**config.mk**
```make
export PLATFORM = sky130hd
export DESIGN_NAME = dtfe_top
export DESIGN_NICKNAME = d
export VERILOG_FILES = /design/src/rtl/dtfe_pkg.sv /design/src/rtl/dtfe_pre_if.sv /design/src/rtl/dtfe_out_prescaler.sv /design/src/rtl/dtfe_top.sv
export SDC_FILE = /design/constraint.sdc
export NUM_CORES = 1
export LEC_CHECK = 0
export BUFFER_PORTS_ARGS = -buffer_cell sky130_fd_sc_hd__buf_2
export CORE_UTILIZATION = 50
export CTS_BUF_LIST = sky130_fd_sc_hd__clkbuf_4 sky130_fd_sc_hd__clkbuf_8
export DETAILED_ROUTE_END_ITERATION = 6
export PLACE_DENSITY = 0.83
export SETUP_SLACK_MARGIN = 0.4
export SLEW_MARGIN = 20
export SYNTH_ARGS = -nofsm -noshare
export SYNTH_HDL_FRONTEND = slang
export SYNTH_SLANG_ARGS = --single-unit
```
**constraint.sdc**
```tcl
create_clock -name sys_clk_in -period 6.95 [get_ports sys_clk_in]
set_input_delay 0.3475 -clock sys_clk_in [delete_from_list [all_inputs] [get_ports sys_clk_in]]
set_output_delay 0.3475 -clock sys_clk_in [all_outputs]
set_load 0.05 [all_outputs]
```
**src/rtl/dtfe_pkg.sv**
```systemverilog
package dtfe_pkg;
  typedef enum logic [2:0] {
    DTFE_SRC_INT,
    DTFE_SRC_EXT_RISE,
    DTFE_SRC_EXT_FALL,
    DTFE_SRC_ARM_RISE,
    DTFE_SRC_ARM_FALL,
    DTFE_SRC_MANUAL,
    DTFE_SRC_LINE
  } dtfe_src_e;

  localparam int unsigned CLK_HZ = 100_000_000;
  localparam int unsigned CLK_PERIOD_NS = 1_000_000_000 / CLK_HZ;
  localparam int unsigned RATE_W = 48;
  // Phase accumulator: one increment LSB = 100 MHz / 2^48, about 0.36 uHz
  localparam logic [RATE_W-1:0] RATE_RST = 48'h0000_0000_03e8;
  localparam int unsigned TRIG_PRE_W = 30;
  localparam int unsigned OUT_PRE_W = 16;
  localparam int unsigned HOLD_W = 32;
  localparam int unsigned LATENCY_NS = 85;
  localparam int unsigned LATENCY_CYC =
    (LATENCY_NS + CLK_PERIOD_NS - 1) / CLK_PERIOD_NS;
  localparam int unsigned REF_TAIL_NS = 25;
  localparam int unsigned REF_TAIL_CYC =
    (REF_TAIL_NS + CLK_PERIOD_NS - 1) / CLK_PERIOD_NS;
  localparam logic [TRIG_PRE_W-1:0] TRIG_PRE_RST = 30'h0000_0001;
  localparam logic [OUT_PRE_W-1:0] OUT_PRE_RST = 16'h0001;
  localparam logic [OUT_PRE_W-1:0] OUT_PHASE_RST = 16'h0000;
  localparam logic [HOLD_W-1:0] HOLD_RST = 32'h0000_0000;
endpackage

```
**src/rtl/dtfe_pre_if.sv**
```systemverilog
`timescale 1ns/1ns
interface dtfe_pre_if;
  logic clear;
  logic cycle_start;
  logic bypass;
  logic [15:0] modulus;
  logic [15:0] phase;
  logic enable;
  modport top (output clear, output cycle_start, output bypass,
    output modulus, output phase, input enable);
  modport pre (input clear, input cycle_start, input bypass,
    input modulus, input phase, output enable);
endinterface

```
**src/rtl/dtfe_out_prescaler.sv**
```systemverilog
`timescale 1ns/1ns
module dtfe_out_prescaler (
  input wire logic sys_clk_in,
  input wire logic rst_in,
  dtfe_pre_if.pre p
);
  logic [15:0] count;

  // Count delay cycles within the group of M
  always_ff @(posedge sys_clk_in or posedge rst_in) begin
    if (rst_in) begin
      count <= dtfe_pkg::OUT_PHASE_RST;
    end else if (p.clear) begin
      count <= dtfe_pkg::OUT_PHASE_RST;
    end else if (p.cycle_start && !p.bypass) begin
      if (count + 16'h0001 >= p.modulus) begin
        count <= 16'h0000;
      end else begin
        count <= count + 16'h0001;
      end
    end
  end

  // Enable is latched at cycle start and held for the cycle
  always_ff @(posedge sys_clk_in or posedge rst_in) begin
    if (rst_in) begin
      p.enable <= 1'b0;
    end else if (p.cycle_start) begin
      p.enable <= p.bypass || (count == p.phase);
    end
  end
endmodule

```
**src/rtl/dtfe_top.sv**
```systemverilog
`timescale 1ns/1ns
// Overview of operation
// - Seven trigger sources chosen by the source select input.
// - Internal rate from 100 uHz to 10 MHz, about 0.36 uHz resolution.
// - New internal rate takes effect at once, no settling.
// - External edges of chosen polarity accepted up to 10 MHz.
// - Fixed latency from external edge to reference output.
// - Each accepted manual one-shot command gives exactly one delay cycle.
// - Arm accepts exactly one later edge; others ignored until rearmed.
// - Armed-ready shown from arm until that edge is accepted.
// - Line mode gives one trigger per mains cycle.
// - Guard time and prescalers act only with advanced enable set.
// - Advanced mode ignores triggers before guard time has elapsed, except in single-shot modes.
// - Each guard-time discard pulses the overrun indicator once.
// - Trigger prescaler starts one cycle every N accepted triggers.
// - Each output prescaler enables one of every M delay cycles.
// - Output phase picks which cycle in the group is enabled.
// - Single-shot modes bypass all prescalers; all outputs enabled.
// - Cycle-active set when a trigger starts a cycle, cleared when delays done.
// - Trigger during a delay in progress is discarded, pulses overrun.
// - Triggers while blocked or settings change are discarded, flagged.
// - Burst-active flag follows burst enable.
// - Reference pulse ends at later of guard time (not in single-shot modes) or delays done+25ns.
module dtfe_top #(
  parameter int unsigned NUM_OUT = 4
) (
  input wire logic sys_clk_in,
  input wire logic rst_in,
  input wire dtfe_pkg::dtfe_src_e trig_source_in,
  input wire logic [dtfe_pkg::RATE_W-1:0] rate_step_in,
  input wire logic ext_trig_in,
  input wire logic line_in,
  input wire logic one_shot_cmd_in,
  input wire logic advanced_enable_in,
  input wire logic [dtfe_pkg::HOLD_W-1:0] guard_cycles_in,
  input wire logic [dtfe_pkg::TRIG_PRE_W-1:0] trig_prescale_in,
  input wire logic [NUM_OUT*16-1:0] out_prescale_in,
  input wire logic [NUM_OUT*16-1:0] out_phase_in,
  input wire logic prescale_write_in,
  input wire logic inhibit_in,
  input wire logic settings_busy_in,
  input wire logic burst_enable_in,
  input wire logic delays_done_in,
  output logic delay_start_out,
  output logic [NUM_OUT-1:0] out_enable_out,
  output logic reference_output,
  output logic cycle_active_out,
  output logic armed_ready_out,
  output logic overrun_out,
  output logic blocked_trigger_flag,
  output logic burst_active_out
);
  localparam int unsigned LAT = dtfe_pkg::LATENCY_CYC;

  logic ext_meta, ext_sync, ext_prev;
  logic line_meta, line_sync, line_prev;
  logic inh_meta, inh_sync;
  logic [dtfe_pkg::RATE_W-1:0] phase_acc;
  logic int_tick;
  logic ext_rise, ext_fall, line_rise;
  logic raw_trig;
  logic one_shot_mode;
  logic armed;
  dtfe_pkg::dtfe_src_e src_prev;
  logic src_change;
  logic [dtfe_pkg::HOLD_W-1:0] guard_cnt;
  logic guard_busy;
  logic [dtfe_pkg::TRIG_PRE_W-1:0] trig_cnt;
  logic accept;
  logic start_now;
  logic [LAT-1:0] start_pipe;
  logic [7:0] tail_cnt;
  logic delays_seen;
  logic clear_cnt;
  logic [NUM_OUT-1:0] pre_en;

  // Pins outside the clock domain get two flip-flops
  always_ff @(posedge sys_clk_in or posedge rst_in) begin
    if (rst_in) begin
      ext_meta <= 1'b0;
      ext_sync <= 1'b0;
      ext_prev <= 1'b0;
      line_meta <= 1'b0;
      line_sync <= 1'b0;
      line_prev <= 1'b0;
      inh_meta <= 1'b0;
      inh_sync <= 1'b0;
    end else begin
      ext_meta <= ext_trig_in;
      ext_sync <= ext_meta;
      ext_prev <= ext_sync;
      line_meta <= line_in;
      line_sync <= line_meta;
      line_prev <= line_sync;
      inh_meta <= inhibit_in;
      inh_sync <= inh_meta;
    end
  end

  assign ext_rise = ext_sync && !ext_prev;
  assign ext_fall = !ext_sync && ext_prev;
  assign line_rise = line_sync && !line_prev;

  // Phase accumulator; carry out is the internal trigger.
  // Step is read every cycle, so a new rate acts immediately.
  always_ff @(posedge sys_clk_in or posedge rst_in) begin
    if (rst_in) begin
      phase_acc <= '0;
      int_tick <= 1'b0;
    end else begin
      {int_tick, phase_acc} <= {1'b0, phase_acc} +
        {1'b0, rate_step_in};
    end
  end

  assign one_shot_mode = (trig_source_in == dtfe_pkg::DTFE_SRC_ARM_RISE) ||
    (trig_source_in == dtfe_pkg::DTFE_SRC_ARM_FALL) ||
    (trig_source_in == dtfe_pkg::DTFE_SRC_MANUAL);

  // Source multiplexer
  always_comb begin
    unique case (trig_source_in)
      dtfe_pkg::DTFE_SRC_INT: raw_trig = int_tick;
      dtfe_pkg::DTFE_SRC_EXT_RISE: raw_trig = ext_rise;
      dtfe_pkg::DTFE_SRC_EXT_FALL: raw_trig = ext_fall;
      dtfe_pkg::DTFE_SRC_ARM_RISE: raw_trig = ext_rise && armed;
      dtfe_pkg::DTFE_SRC_ARM_FALL: raw_trig = ext_fall && armed;
      dtfe_pkg::DTFE_SRC_MANUAL: raw_trig = one_shot_cmd_in;
      dtfe_pkg::DTFE_SRC_LINE: raw_trig = line_rise;
      default: raw_trig = 1'b0;
    endcase
  end

  always_ff @(posedge sys_clk_in or posedge rst_in) begin
    if (rst_in) begin
      src_prev <= dtfe_pkg::DTFE_SRC_INT;
    end else begin
      src_prev <= trig_source_in;
    end
  end
  assign src_change = src_prev != trig_source_in;
  assign clear_cnt = src_change || prescale_write_in;

  assign guard_busy = advanced_enable_in && !one_shot_mode &&
    (guard_cnt != '0);

  // Priority: blocked, then busy, then guard time
  always_ff @(posedge sys_clk_in or posedge rst_in) begin
    if (rst_in) begin
      blocked_trigger_flag <= 1'b0;
    end else begin
      blocked_trigger_flag <= raw_trig &&
        (inh_sync || settings_busy_in);
    end
  end

  always_ff @(posedge sys_clk_in or posedge rst_in) begin
    if (rst_in) begin
      overrun_out <= 1'b0;
    end else begin
      overrun_out <= raw_trig && !inh_sync && !settings_busy_in &&
        (cycle_active_out || guard_busy);
    end
  end
  assign accept = raw_trig && !inh_sync && !settings_busy_in &&
    !cycle_active_out && !guard_busy;

  // Arm stays until one edge is accepted or the source changes; a new arm wins
  always_ff @(posedge sys_clk_in or posedge rst_in) begin
    if (rst_in) begin
      armed <= 1'b0;
    end else if (src_change) begin
      armed <= 1'b0;
    end else if (one_shot_cmd_in && (trig_source_in ==
        dtfe_pkg::DTFE_SRC_ARM_RISE || trig_source_in ==
        dtfe_pkg::DTFE_SRC_ARM_FALL)) begin
      armed <= 1'b1;
    end else if (accept) begin
      armed <= 1'b0;
    end
  end
  assign armed_ready_out = armed;

  // Guard time counts from each accepted trigger
  always_ff @(posedge sys_clk_in or posedge rst_in) begin
    if (rst_in) begin
      guard_cnt <= dtfe_pkg::HOLD_RST;
    end else if (accept) begin
      guard_cnt <= guard_cycles_in;
    end else if (guard_cnt != '0) begin
      guard_cnt <= guard_cnt - 1'b1;
    end
  end

  // Trigger prescaler
  always_ff @(posedge sys_clk_in or posedge rst_in) begin
    if (rst_in) begin
      trig_cnt <= '0;
    end else if (clear_cnt) begin
      trig_cnt <= '0;
    end else if (accept && advanced_enable_in && !one_shot_mode) begin
      if (trig_cnt + 1'b1 >= trig_prescale_in) begin
        trig_cnt <= '0;
      end else begin
        trig_cnt <= trig_cnt + 1'b1;
      end
    end
  end
  assign start_now = accept && (one_shot_mode || !advanced_enable_in ||
    (trig_cnt + 1'b1 >= trig_prescale_in));

  // Fixed pipeline gives the constant insertion delay
  always_ff @(posedge sys_clk_in or posedge rst_in) begin
    if (rst_in) begin
      start_pipe <= '0;
    end else begin
      start_pipe <= {start_pipe[LAT-2:0], start_now};
    end
  end
  assign delay_start_out = start_pipe[LAT-1];

  // Active from cycle start until delays finish
  always_ff @(posedge sys_clk_in or posedge rst_in) begin
    if (rst_in) begin
      cycle_active_out <= 1'b0;
    end else if (start_now) begin
      cycle_active_out <= 1'b1;
    end else if (cycle_active_out && delays_seen) begin
      cycle_active_out <= 1'b0;
    end
  end

  // Delays_done only counts after the start has reached the engine
  // Kept until the next start so the reference tail can end
  always_ff @(posedge sys_clk_in or posedge rst_in) begin
    if (rst_in) begin
      delays_seen <= 1'b0;
    end else if (start_now || start_pipe != '0) begin
      delays_seen <= 1'b0;
    end else if (cycle_active_out && delays_done_in) begin
      delays_seen <= 1'b1;
    end
  end

  // Tail counter runs only once the delays have finished
  always_ff @(posedge sys_clk_in or posedge rst_in) begin
    if (rst_in) begin
      tail_cnt <= '0;
    end else if (start_pipe[LAT-2]) begin
      tail_cnt <= 8'(dtfe_pkg::REF_TAIL_CYC);
    end else if (reference_output && delays_seen && tail_cnt != '0) begin
      tail_cnt <= tail_cnt - 8'h01;
    end
  end

  // Reference pulse: tail after delays, also held by guard time
  always_ff @(posedge sys_clk_in or posedge rst_in) begin
    if (rst_in) begin
      reference_output <= 1'b0;
    end else if (start_pipe[LAT-2]) begin
      reference_output <= 1'b1;
    end else if (reference_output) begin
      // Guard holds the pulse only where it also holds triggers
      if (delays_seen && tail_cnt <= 8'h01 && !guard_busy) begin
        reference_output <= 1'b0;
      end
    end
  end

  always_ff @(posedge sys_clk_in or posedge rst_in) begin
    if (rst_in) begin
      burst_active_out <= 1'b0;
    end else begin
      burst_active_out <= burst_enable_in;
    end
  end

  // One prescaler per output; enable aligned to delayed start
  for (genvar i = 0; i < NUM_OUT; i++) begin : g_out
    dtfe_pre_if pif ();
    assign pif.clear = clear_cnt;
    assign pif.cycle_start = start_now;
    assign pif.bypass = one_shot_mode || !advanced_enable_in;
    assign pif.modulus = out_prescale_in[i*16 +: 16];
    assign pif.phase = out_phase_in[i*16 +: 16];
    assign pre_en[i] = pif.enable;
    dtfe_out_prescaler u_pre (
      .sys_clk_in(sys_clk_in),
      .rst_in(rst_in),
      .p(pif.pre)
    );
  end

  always_ff @(posedge sys_clk_in or posedge rst_in) begin
    if (rst_in) begin
      out_enable_out <= '0;
    end else if (start_pipe[LAT-2]) begin
      out_enable_out <= pre_en;
    end
  end
endmodule

```
# After elaboration in Yosys (flattened, before gate mapping)
# Cells that the tools add are included.
# word_totals
register_bits,218
word_cells,143
inputBits,252
# op_classes
eq_ne,11
n_addsub,8
reduce_logical,57
muxes,30
n_lt_le_gt_ge,6
# op_table
cell,count
16-bit two-way mux,12
30-bit two-way mux,3
"16-bit by 1-bit adder with 16-bit output, second input constant",4
16-bit == test,4
16-bit >= comparator,4
32-bit two-way mux,2
48-bit by 48-bit adder with 49-bit output,1
32-bit nonzero test,1
"32-bit by 1-bit subtractor with 32-bit output, second input constant",1
"30-bit by 1-bit adder with 30-bit output, second input constant",1
30-bit >= comparator,1
1-bit logical AND,24
8-bit two-way mux,2
1-bit logical OR,12
2-bit nonzero test,6
1-bit zero test,10
1-bit two-way mux,10
"3-bit == test, second input constant",3
9-bit nonzero test,1
"8-bit by 1-bit less-or-equal comparator with 1-bit output, second input constant",1
8-bit nonzero test,1
"8-bit by 1-bit subtractor with 8-bit output, second input constant",1
1-bit one-hot mux with 7 select lines,1
"3-bit by 2-bit == test with 1-bit output, second input constant",2
4 further kinds,4

# Longest topological paths before layout
# Gate-level depths: netlist of run 1.
# depth
depth_word,12
ltp_mapped,21

# By module
# A second synthesis of run 1 with hierarchy kept.
# hier_totals
hier_cells,1709
area_unflattened_um2,15967.8
# modules_own_cells
mod,seq_area_each_um2,cells_each,instances,area_per_inst_um2
dtfe_top,3753.6,1057,1,9862.0
dtfe_out_prescaler,425.4,163,4,1526.5

# Worst setup path before layout of run 1
# Ideal clock, no wire load.
# synth_timing
path_type,reg-to-reg
startpoint,reg trig_cnt[11] (netlist bit)
endpoint,reg trig_cnt[15] (netlist bit)
required_ns,6.874
setup_ns,0.076
slack_ns,2.355
arrival_ns,4.518
path_buffers,1
period_less_slack_ns,4.595
path_stages_with_launch,18
cell_sequence,dfrtp_1 > and4_1 > or4b_2 > nor3_1 > nand3_1 > or2_2 > xnor2_1 > ha_1 > a21o_1 > a21o_1 > a211o_1 > a21oi_1 > o21ai_0 > nor3_1 > nand3_4 > buf_6 > or3_1 > o21ai_1
# synth_via
elab_chain_len,5
# synth_lines
item,line,text
from (decl),dtfe_top.sv:68,logic [dtfe_pkg::TRIG_PRE_W-1:0] trig_cnt;
from (signal assigned),dtfe_top.sv:205,trig_cnt <= trig_cnt + 1'b1;
30-bit by 1-bit adder with 30-bit output *,"dtfe_top.sv:202, dtfe_top.sv:205",
30-bit >= comparator,dtfe_top.sv:202,if (trig_cnt + 1'b1 >= trig_prescale_in) begin
30-bit two-way mux *,dtfe_top.sv:202,
30-bit two-way mux *,dtfe_top.sv:201,end else if (accept && advanced_enable_in && !one_shot_mode) begin
30-bit two-way mux *,dtfe_top.sv:199,end else if (clear_cnt) begin
# Mark *: on every way between the ends. The rest lies on a longest branch, timed or not. The select of a mux whose other input is x is not followed.
# A chain may end at the register's enable or synchronous reset.

# Worst setup path in the final report of run 1
# layout_timing
startpoint,reg trig_cnt[11] (netlist bit)
endpoint,reg trig_cnt[17] (netlist bit)
# Same word-level chain as after synthesis.

==> summary.md, run 1 <==
| Metric | Value |
|---|---|
| Worst-margin pin slew | roughly 1100 ps |
| RSZ-0062 raised after global routing | no |
| Root Buffer | clkbuf_8 |
| Power density cells | between 200 and 300 nW/um^2 |
| Min cycle time layout | 5606 ps |
| Sw frac | 0.3795 |
| Critical path startpoint | trig_cnt[11] |
| Worst-Skew Late Latency | roughly 540 ps |
| Post-synthesis xor/xnor area fraction | 0.1221 |
| Slew HR | 0.2782 |
| Design Power | ~5.1 mW |
| H-Tree Depth | 2 |
| Port Buf Inserts | 262 |
| Post-Synth Adder-Cell Area | 0.1212 |
| # resized after CTS | 0 |
| Final core occ | 0.6050 |
| Hold buffers post-CTS | 32 |
| Per-cell routed wire length | 16.73 microns |
| Ports | roughly 260 |
| Die width | between 150 and 200 microns |
| RR Startpoint | trig_cnt[11] |
| CP startpoint kind | register |
| Top Family by Delay on Critical Path | simple AND/OR/NAND/NOR gates |
| First-pass iteration count of the detailed router | 6 |
| Levels on crit path | 17 |
| Status | finished, final reports clean |
| Synth Area in Compound Gates | 0.1633 |
| Gr ovfl total | 0 |
| Largest stage delay, worst path | around 670 ps |
| Setup TNS | 0 ps |
| Longest Clk Path Bufs | 3 |
| # rows | 64 |
| Nets | between 2000 and 3000 |
| Clk sink count | around 220 |
| Total die area | approximately 32000 sq um |
| Seq/Total Area, Yosys | 0.3441 |
| Multiplexer share of the synthesized area | 0.003473 |
| Hold WC Path Type | in2reg |
| Drt drc | 0 |
| CTS tree | built |
| Flop pwr share | 0.347 |
| Layout cells sized above 1 | 0.1784 |
| Clk network pwr share | 0.246 |
| Worst Hold Depth | 3 |
| Number of distinct library cells after synthesis | 74 |
| Critical Path Sink Type | register |
| Drt total wl | between 40 and 50 mm |
| Cells after synthesis | about 1800 |
| Max-slew violation count | 0 |
| Share of flip-flops with an asynchronous set or reset | 1.000 |
| Max cap viols | 0 |
| Critical path cell sequence | and4_1 -> or4b_2 -> nor3_1 -> nand3_1 -> or2_2 -> xnor2_1 -> ha_1 -> a21o_1 -> a21o_1 -> a211o_1 -> a21oi_1 -> o21ai_0 -> nand2b_1 -> nor2_1 -> buf_4 -> nand2_1 -> o21ai_0 |
| Hold Startpoint | guard_cycles_in[6] |
| Routed Antenna Nets | 0 |
| Slowest-stage cell, CP | nor2_1 |
| Number of synthesized flops with an enable pin | 0 |
| Leakage | 9.064 nW |
| P_sw | around 1.9 mW |
| Worst-path fanout max | 12 |
| Crit path arrival time | around 6100 ps |
| Post-CTS Setup Bufs | 0 |
| Tot GR Track Use | 0.2632 |
| Setup violators final | 0 |
| Syn Area/Cell | between 8 and 9 sq um |
| Clk slew on worst S/H paths | ~60 ps |
| WS Path Type | reg2reg |
| Hold Violations, Final | 0 |
| Via count | between 10000 and 15000 |
| Gpl congestion | between 0.9 and 1 |
| Initial antenna violation count | 20 |
| Yosys warnings | 0 |
| Commonest register cell after synthesis | dfrtp_1 |
| Initial Util | 0.5128 |
| Synth-to-Final Area Change | 17.97% |
| Largest family of logic cells by synthesized area | simple AND/OR/NAND/NOR gates |
| Vias in the first global route | between 10000 and 15000 |
| Comb pwr share | 0.407 |
| Initial DRC count | 1143 |
| Chip height | roughly 180 microns |
| CP Buf/Inv Count | 1 |
| Mapped Nets | about 2200 |
| Fillers | approximately 2700 |
| Achievable Freq | roughly 180 MHz |
| Worst reg2reg path depth | 17 |
| Commonest non-fill, non-tap cell in the layout | buf_2 |
| Simple-gate share of the synthesized area | 0.1999 |
| Clock skew | approximately 19 ps |
| Internal | roughly 3.2 mW |
| #FFs+latches synth | between 200 and 250 |
| Post-DP HPWL | 31.88 mm |
| Max IR drop VDD | between 0.2 and 0.3 mV |
| Most frequent cells in the layout | buf_2 (262), dfrtp_1 (218), nand2_1 (189) |
| Tcrit/Tclk final | 0.8066 |
| Mapped Area | 15850 sq um |
| Via density | about 5.7 |
| Pin count of the biggest net entering global routing | just under 100 |
| Critical path required time | between 7000 and 8000 ps |
| First-pass GRT wire length | slightly above 70 mm |
| CTS Buf Count | 40 |
| Area of the core | between 30000 and 40000 sq um |
-- final cells by class --
class | count | area [sq um] | share of cell area
multi-input cells | 1423 | 9721 | 0.5198
flip-flops and latches | 218 | 5455 | 0.2917
repair buffers | 306 | 1725 | 0.09227
clock buffers | 56 | 714.4 | 0.03820
well taps | 396 | 495.5 | 0.02650
inverters | 123 | 469.2 | 0.02509
clock inverters | 10 | 87.58 | 0.004684
diodes | 13 | 32.53 | 0.001740
-- final timing paths --
kind                                  to  slack (ps)
max                         trig_cnt[17]        1340
min                         guard_cnt[6]          30
max reg2reg                 trig_cnt[17]        1340
min reg2reg                     inh_sync         360
max in group asynchronous       ext_prev        5110
min in group asynchronous  phase_acc[34]         470
-- state kept, by name, indices dropped and copies added (netlist names), 3 cells and up --
| signal | flops |
|---|---|
| guard_cnt | 32 |
| trig_cnt | 30 |
| phase_acc | 48 |
| tail_cnt | 8 |
| out_enable_out | 4 |
| src_prev | 3 |
| g_out.u_pre.p.enable | 4 |
| g_out.u_pre.count | 64 |
| start_pipe | 9 |
-- synth_stat cells, types with 6 or more instances --
cell type	instances	share of area
o21a_1	11	0.0052
nand4_1	53	0.021
nand2_1	189	0.045
o21bai_1	7	0.0033
a21o_1	49	0.023
and3_1	31	0.012
nor4_1	13	0.0051
xnor2_1	159	0.088
and4_1	11	0.0061
nor2_1	111	0.026
a31oi_1	12	0.0047
and2_1	11	0.0043
nand2b_1	45	0.018
o31ai_1	31	0.015
o211ai_1	10	0.0047
a21oi_1	87	0.027
nor2b_1	12	0.0047
nor3_1	30	0.0095
clkbuf_1	55	0.013
a32o_1	9	0.0057
dfrtp_1	218	0.34
a211oi_1	10	0.0047
a211o_1	6	0.0033
inv_1	123	0.029
or3_1	11	0.0043
o21ai_1	10	0.0032
o2111ai_1	9	0.0050
nand3_1	78	0.025
or2_2	9	0.0036
xor2_1	62	0.034
ha_1	152	0.12
o21ai_0	138	0.044
-- worst register-to-register path, cell delays in order (launching register included) --
cell      delay, ps
dfrtp_1         450
and4_1          240
or4b_2          610
nor3_1          330
nand3_1         280
or2_2           400
xnor2_1         140
ha_1            290
a21o_1          180
a21o_1          170
a211o_1         280
a21oi_1         110
o21ai_0         310
nand2b_1        470
nor2_1          680
buf_4           330
nand2_1         100
o21ai_0         160
-- cell families (layout without fill, tap and decap cells) --
kind of cell / Yosys count / count (layout)
flip-flops: 218 / 218
multiplexers: 5 / 5
other: 0 / 13
buffers and inverters: 186 / 495
XOR/XNOR: 221 / 221
adder cells (fa/ha/maj): 153 / 153
AO/OA/AOI/OAI: 415 / 415
AND/OR/NAND/NOR: 629 / 629
-- per-stage QoR --
step | area [sq um] | hold slack, ps | cells | setup slack [ps]
floorplan | 15850 | 331.2 | 1827 | 638.1
global placement | 17520 | 334.4 | 2433 | 1692
detailed placement | 17520 | 341.0 | 2433 | 1528
CTS | 18640 | 2.125 | 2531 | 1488
global route | 18690 | 8.723 | 2539 | 922.5
finish | 18700 | 32.20 | 2545 | 1344
-- power by group through the flow --
stage                     clock (mW)  combinational (mW)  sequential [mW]
final                           1.26                2.09             1.78
after global routing            1.35                2.35             1.82
after CTS                       1.29                2.07             1.78
after detailed placement           0                2.04             1.80
after global placement             0                1.96             1.78
after floorplan                    0                1.53             1.82
-- layer usage --
| metal | global-route usage | up-vias | wire [microns] |
|---|---|---|---|
| li1 | - | 7016 | - |
| met1 | 0.3348 | 6852 | 18180 |
| met2 | 0.4335 | 495 | 19760 |
| met3 | 0.06831 | 105 | 3312 |
| met4 | 0.09128 | 18 | 1214 |
| met5 | 0 | - | 108 |
Note: power is estimated with default switching activity, not from simulation.
==> run 2: changes to the inputs <==
Settings changed: PLACE_DENSITY 0.83 to 0.86.
Clock period 6.95 ns to 4.73 ns, I/O delays scaled along.
==> summary.md, run 2 (same netlist as run 1, synthesis figures left out) <==
| Metric | Value |
|---|---|
| Slew HR | 0.2353 (-0.04289) |
| WS Path Type | reg2reg |
| Post-DP HPWL | 32.38 mm (+1.6%) |
| Clk sink count | 218 (unchanged) |
| Die width | 180.1 microns (unchanged) |
| First-pass iteration count of the detailed router | 5 (-1) |
| Pin count of the biggest net entering global routing | 161 (+66%) |
| Hold WC Path Type | in2reg |
| RSZ-0062 raised after global routing | yes |
| Root Buffer | clkbuf_8 |
| Leakage | 9.289 nW (+2.5%) |
| Worst-Skew Late Latency | 560 ps (+20 ps) |
| Initial DRC count | 1208 (+5.7%) |
| Status | finished, final reports clean |
| GRT met1 Usage | 0.3413 (+0.006521) |
| Setup ws final | 507.8 ps (-836.0 ps) |
| Layout cells sized above 1 | 0.1956 (+0.01722) |
| Initial Util | 0.5128 (unchanged) |
| Longest Clk Path Bufs | 3 (unchanged) |
| Critical path cell sequence | and4_1 -> or4b_4 -> nor3_4 -> nand3_2 -> or2_4 -> xnor2_1 -> ha_1 -> a21o_1 -> a21o_1 -> a211o_1 -> a21oi_2 -> o21ai_2 -> nand2b_4 -> buf_4 -> nor2_1 -> buf_6 -> nand2_1 -> o21ai_0 |
| Worst-path fanout max | 13 (+1) |
| Top Family by Delay on Critical Path | simple AND/OR/NAND/NOR gates |
| Clk slew on worst S/H paths | 60 ps (about the same) |
| Worst-margin pin slew | 1146 ps (+64.27 ps) |
| Min cycle time layout | 4222 ps (-1384 ps) |
| Drt total wl | 44.01 mm (+3.4%) |
| Max cap viols | 0 (unchanged) |
| Setup TNS | 0 ps (unchanged) |
| H-Tree Depth | 2 (unchanged) |
| Pre-CTS WS | -13.40 ps (-1542 ps) |
| Final core occ | 0.6211 (+0.01607) |
| CP Buf/Inv Count | 2 (+1) |
| Ports | 263 (unchanged) |
| First-pass GRT wire length | 71.59 mm (+1.0%) |
| Gpl congestion | 0.9397 (-1.4%) |
| Routed Antenna Nets | 0 (unchanged) |
| Max-slew violation count | 0 (unchanged) |
| Crit path arrival time | 4670 ps (-1380 ps) |
| Tot GR Track Use | 0.2683 (+0.005139) |
| Per-cell routed wire length | 17.00 microns (+1.6%) |
| Largest stage delay, worst path | 490 ps (-180 ps) |
| WHS | 89.91 ps (+57.70 ps) |
| Drt drc | 0 (unchanged) |
| Via density | 5.721 (+0.51%) |
| Area of the core | 30910 sq um (unchanged) |
| Commonest non-fill, non-tap cell in the layout | buf_2 |
| Max reg flops | 64 (unchanged) |
| Total die area | 32420 sq um (unchanged) |
| Clock skew | 23.55 ps (+4.221 ps) |
| Top Registers | g_out.u_pre.count (64), phase_acc (48), guard_cnt (32) |
| Gr ovfl total | 0 (unchanged) |
| Achievable Freq | 236.8 MHz (+33%) |
| Max IR drop VDD | 0.3420 mV (+30%) |
| Synth-to-Final Area Change | 21.11% |
| Met3 GRT Util | 0.07417 (+0.005861) |
| Critical path required time | 5180 ps (-2220 ps) |
| Tcrit/Tclk final | 0.8926 (+0.08600) |
| Initial antenna violation count | 20 (unchanged) |
| Setup violators final | 0 (unchanged) |
| Hold Violations, Final | 0 (unchanged) |
| Critical Path Most Common Cell | a21o_1 |
| Most Crowded Layer GR | met2 |
| Nets | 2559 (+1.7%) |
| Vias in the first global route | 14560 (-0.36%) |
| CTS tree | built |
| Most frequent cells in the layout | buf_2 (262), dfrtp_1 (217), nand2_1 (189) |
| Port Buf Inserts | 262 (unchanged) |
| Slowest-stage cell, CP | or4b_4 |
| Register bank with the most flops | g_out.u_pre.count |
| CP startpoint kind | register |
| Critical Path Sink Type | register |
| Chip height | 180.1 microns (unchanged) |
| # rows | 64 (unchanged) |
| Met2 Use GR | 0.4353 (+0.001868) |
| Via count | 14810 (+2.2%) |
| Power density cells | 393.9 nW/um^2 (+43%) |
| CTS Buf Count | 40 (unchanged) |
run 2: cell types whose count changed in the layout (fill, tap and decap cells not counted), sizes merged, moves of 2 or more:
cell         delta
clkinv          -3
diode           +2
o21ai           +2
buf            +27
dlygate4sd3    +12
clkbuf          +4
run 2: what timing repair did:
| item | CTS | global route |
|---|---|---|
| hold buffers | 44 | 0 |
| pin swaps | 5 | 9 |
| buffers inserted | 9 | 5 |
| gates cloned | 2 | 1 |
| endpoints found under the hold margin | 80 | 0 |
| endpoints found under the setup margin | 83 | 85 |
| gates resized for setup | 9 | 19 |
run 2: where the power goes:
part | total (mW) | switching (mW) | internal, mW
Combinational | 3.10 | 1.77 | 1.34
Clock | 1.84 | 0.827 | 1.01
Sequential | 2.62 | 0.287 | 2.33
Total | 7.56 | 2.88 | 4.68
run 2: final timing paths:
path | cells past startpoint | to | slack (ps) | from
hold / removal | 3 | phase_acc[2] | 90 | rate_step_in[2]
setup reg to reg | 18 | trig_cnt[17] | 510 | trig_cnt[14]
max in group asynchronous | 4 | trig_cnt[0] | 3490 | rst_in
setup / recovery | 18 | trig_cnt[17] | 510 | trig_cnt[14]
min in group asynchronous | 4 | burst_active_out | 470 | rst_in
hold reg to reg | 0 | line_sync | 350 | line_meta
run 2: worst reg2reg max path: cells and delay by family (launching register included):
family	cells	cell delay [ps]
simple gates	8	1730
compound gates	6	1170
buf+inv	2	420
flops	1	400
fa+ha+maj	1	290
xor+xnor	1	130
run 2: area by class of cell:
cell class,count,area (sq um)
antenna,15,37.54
clock buffer,60,750.7
clock inverter,6,42.54
fill,2548,11710
inverter,123,465.4
multi-input combinational,1426,9859
sequential,218,5456
tap,396,495.5
timing repair buffer,345,2090
run 2: metrics by stage:
stage	instance area, sq um	instances	total power [mW]
after global placement	17660	2447	5.508
after detailed placement	17660	2447	5.654
after floorplan	15870	1827	4.925
after CTS	19040	2568	7.574
final	19200	2589	7.562
after global routing	19180	2581	8.091
run 2: layer usage:
| layer | share of wire | up-vias |
|---|---|---|
| met1 | 0.42 | 6942 |
| met2 | 0.46 | 616 |
| met3 | 0.087 | 126 |
| li1 | - | 7115 |
| met5 | 0.0017 | - |
| met4 | 0.031 | 12 |
==> run 3: changes to the inputs <==
Settings changed: PLACE_DENSITY 0.86 to 0.83.
Clock period 4.73 ns to 4.86 ns, I/O delays scaled along.
==> summary.md, run 3 (same netlist as run 1, synthesis figures left out) <==
| Metric | Value |
|---|---|
| Status | finished, violations left |
| Failing checks | negative hold slack |
| Commonest non-fill, non-tap cell in the layout | buf_2 |
| Per-cell routed wire length | 17.09 microns (+0.50%) |
| Final core occ | 0.6230 (+0.001902) |
| Routed Antenna Nets | 0 (unchanged) |
| Hold Violations, Final | 22 (+22) |
| Worst-path fanout max | 5 (-8) |
| Tot GR Track Use | 0.2714 (+0.003079) |
| Gr ovfl total | 0 (unchanged) |
| Initial DRC count | 1165 (-3.6%) |
| First-pass iteration count of the detailed router | 6 (+1) |
| Die width | 180.1 microns (unchanged) |
| Max reg flops | 64 (unchanged) |
| Initial antenna violation count | 15 (-25%) |
| Top Registers | g_out.u_pre.count (64), phase_acc (48), guard_cnt (32) |
| Multi-input gate area | 9829 sq um (-0.30%) |
| Chip height | 180.1 microns (unchanged) |
| Max-slew violation count | 0 (unchanged) |
| Critical Path Sink Type | register |
| Critical path required time | 5300 ps (+120 ps) |
| Setup ws final | 522.3 ps (+14.45 ps) |
| Area of the core | 30910 sq um (unchanged) |
| Longest Clk Path Bufs | 3 (unchanged) |
| Drt drc | 0 (unchanged) |
| Layout cells sized above 1 | 0.1972 (+0.001565) |
| Via density | 5.720 (about the same) |
| Register bank with the most flops | g_out.u_pre.count |
| Min cycle time layout | 4338 ps (+115.6 ps) |
| Largest stage delay, worst path | 510 ps (+20 ps) |
| Ports | 263 (unchanged) |
| Post-DP HPWL | 31.74 mm (-2.0%) |
| Clk sink count | 218 (unchanged) |
| Nets | 2557 (-0.078%) |
| Setup violators final | 0 (unchanged) |
| Slew HR | 0.3051 (+0.06982) |
| R2R setup slack | 520 ps (about the same) |
| Fillers | 2578 (+1.2%) |
| Port Buf Inserts | 262 (unchanged) |
| Tcrit/Tclk final | 0.8925 (about the same) |
| WHS | -103.8 ps (-193.7 ps) |
| First-pass GRT wire length | 72.40 mm (+1.1%) |
| Leakage | 9.312 nW (+0.25%) |
| Pin count of the biggest net entering global routing | 174 (+8.1%) |
| Most frequent cells in the layout | buf_2 (262), dfrtp_1 (214), nand2_1 (189) |
| WS Path Type | reg2reg |
| H-Tree Depth | 2 (unchanged) |
| Crit path arrival time | 4770 ps (+100 ps) |
| Vias in the first global route | 14870 (+2.1%) |
| Max IR drop VDD | 0.3383 mV (-1.1%) |
| RSZ-0062 raised after global routing | no |
| Placed inst area | 17640 sq um (-0.16%) |
| Slowest-stage cell, CP | or4b_4 |
| Critical path cell sequence | and4_4 -> or4b_4 -> nor3_4 -> nand3_1 -> or2_2 -> xnor2_1 -> ha_1 -> a21o_1 -> a21o_1 -> a211o_1 -> a21oi_1 -> o21ai_1 -> buf_4 -> nor3_4 -> nand3_4 -> buf_4 -> o31ai_1 |
| Pre-CTS WS | -2.024 ps (+11.37 ps) |
| Synth-to-Final Area Change | 21.48% |
| Gpl congestion | 0.9217 (-1.9%) |
| Initial Util | 0.5128 (unchanged) |
| Hold WC Path Type | in2async |
| Worst-Skew Late Latency | 570 ps (about the same) |
| Final Cell Area | 19260 sq um (+0.31%) |
| Seq. cell area | 5460 sq um (about the same) |
| Total die area | 32420 sq um (unchanged) |
| CTS Buf Count | 42 (+5.0%) |
| # rows | 64 (unchanged) |
| Achievable Freq | 230.5 MHz (-2.7%) |
| Power density cells | 392.4 nW/um^2 (-0.38%) |
| Worst-margin pin slew | 1039 ps (-106.9 ps) |
| CTS tree | built |
| Drt total wl | 44.25 mm (+0.54%) |
| Max cap viols | 0 (unchanged) |
| Via count | 14820 (+0.034%) |
| Root Buffer | clkbuf_8 |
| CP startpoint kind | register |
| Clk slew on worst S/H paths | 60 ps (about the same) |
| Clock skew | 45.13 ps (+21.58 ps) |
run 3: cell count changes in the layout (fill, tap and decap cells not counted), sizes merged, moves of 2 or more:
| cell | delta |
|---|---|
| clkbuf | +4 |
| buf | -2 |
| bufinv | +2 |
| diode | -2 |
| dlygate4sd3 | -2 |
run 3: power breakdown:
part	switching, mW	internal [mW]	leakage [nW]
Clock	0.830	1.16	0.478
Sequential	0.286	2.27	2.80
Combinational	1.71	1.30	6.03
run 3: stage by stage:
step                cells  hold slack, ps  TNS [ps]  power [mW]
finish               2590          -103.8         0       7.556
global route         2588          0.6828         0       8.083
CTS                  2566           3.753         0       7.568
detailed placement   2444           334.7    -2.024       5.487
global placement     2444           332.8         0       5.365
floorplan            1827           274.4         0       4.794
run 3: metal layers:
metal	GRT usage	vias to the layer above	routed length, microns
met5	0	-	17
met4	0.1463	2	2313
met3	0.04951	174	2713
met2	0.4397	606	20340
met1	0.3451	6923	18870
li1	-	7111	-
run 3: area by class of cell:
type	count	area share
multi-input cells	1426	0.5105
flip-flops and latches	218	0.2836
clock buffers	64	0.04185
clock inverters	9	0.005393
diodes	13	0.001689
repair buffers	341	0.1071
inverters	123	0.02417
well taps	396	0.02573
run 3: critical path: cells and delay by family (launching register included):
kind / cells / cell delay (ps)
buffers and inverters: 2 / 380
DFF: 1 / 410
adders and majority gates: 1 / 280
xor gates and xnor gates: 1 / 140
and+or+nand+nor: 7 / 1840
AOI/OAI and AO/OA: 6 / 1170
run 3: path summary, 6_finish.rpt:
path | start | to | cells past startpoint
min | rst_in | phase_acc[12] | 3
max reg2reg | trig_cnt[12] | trig_cnt[7] | 17
min in group sys_clk_in | rate_step_in[47] | int_tick | 3
max in group asynchronous | rst_in | tail_cnt[4] | 4
max | trig_cnt[12] | trig_cnt[7] | 17
min reg2reg | line_meta | line_sync | 0
run 3: timing repair:
item	CTS	global route
hold buffers	42	0
setup endpoints to repair	74	100
pin swaps	3	4
gates cloned	2	2
buffers inserted	5	9
resized for setup	7	18
hold endpoints to repair	42	0
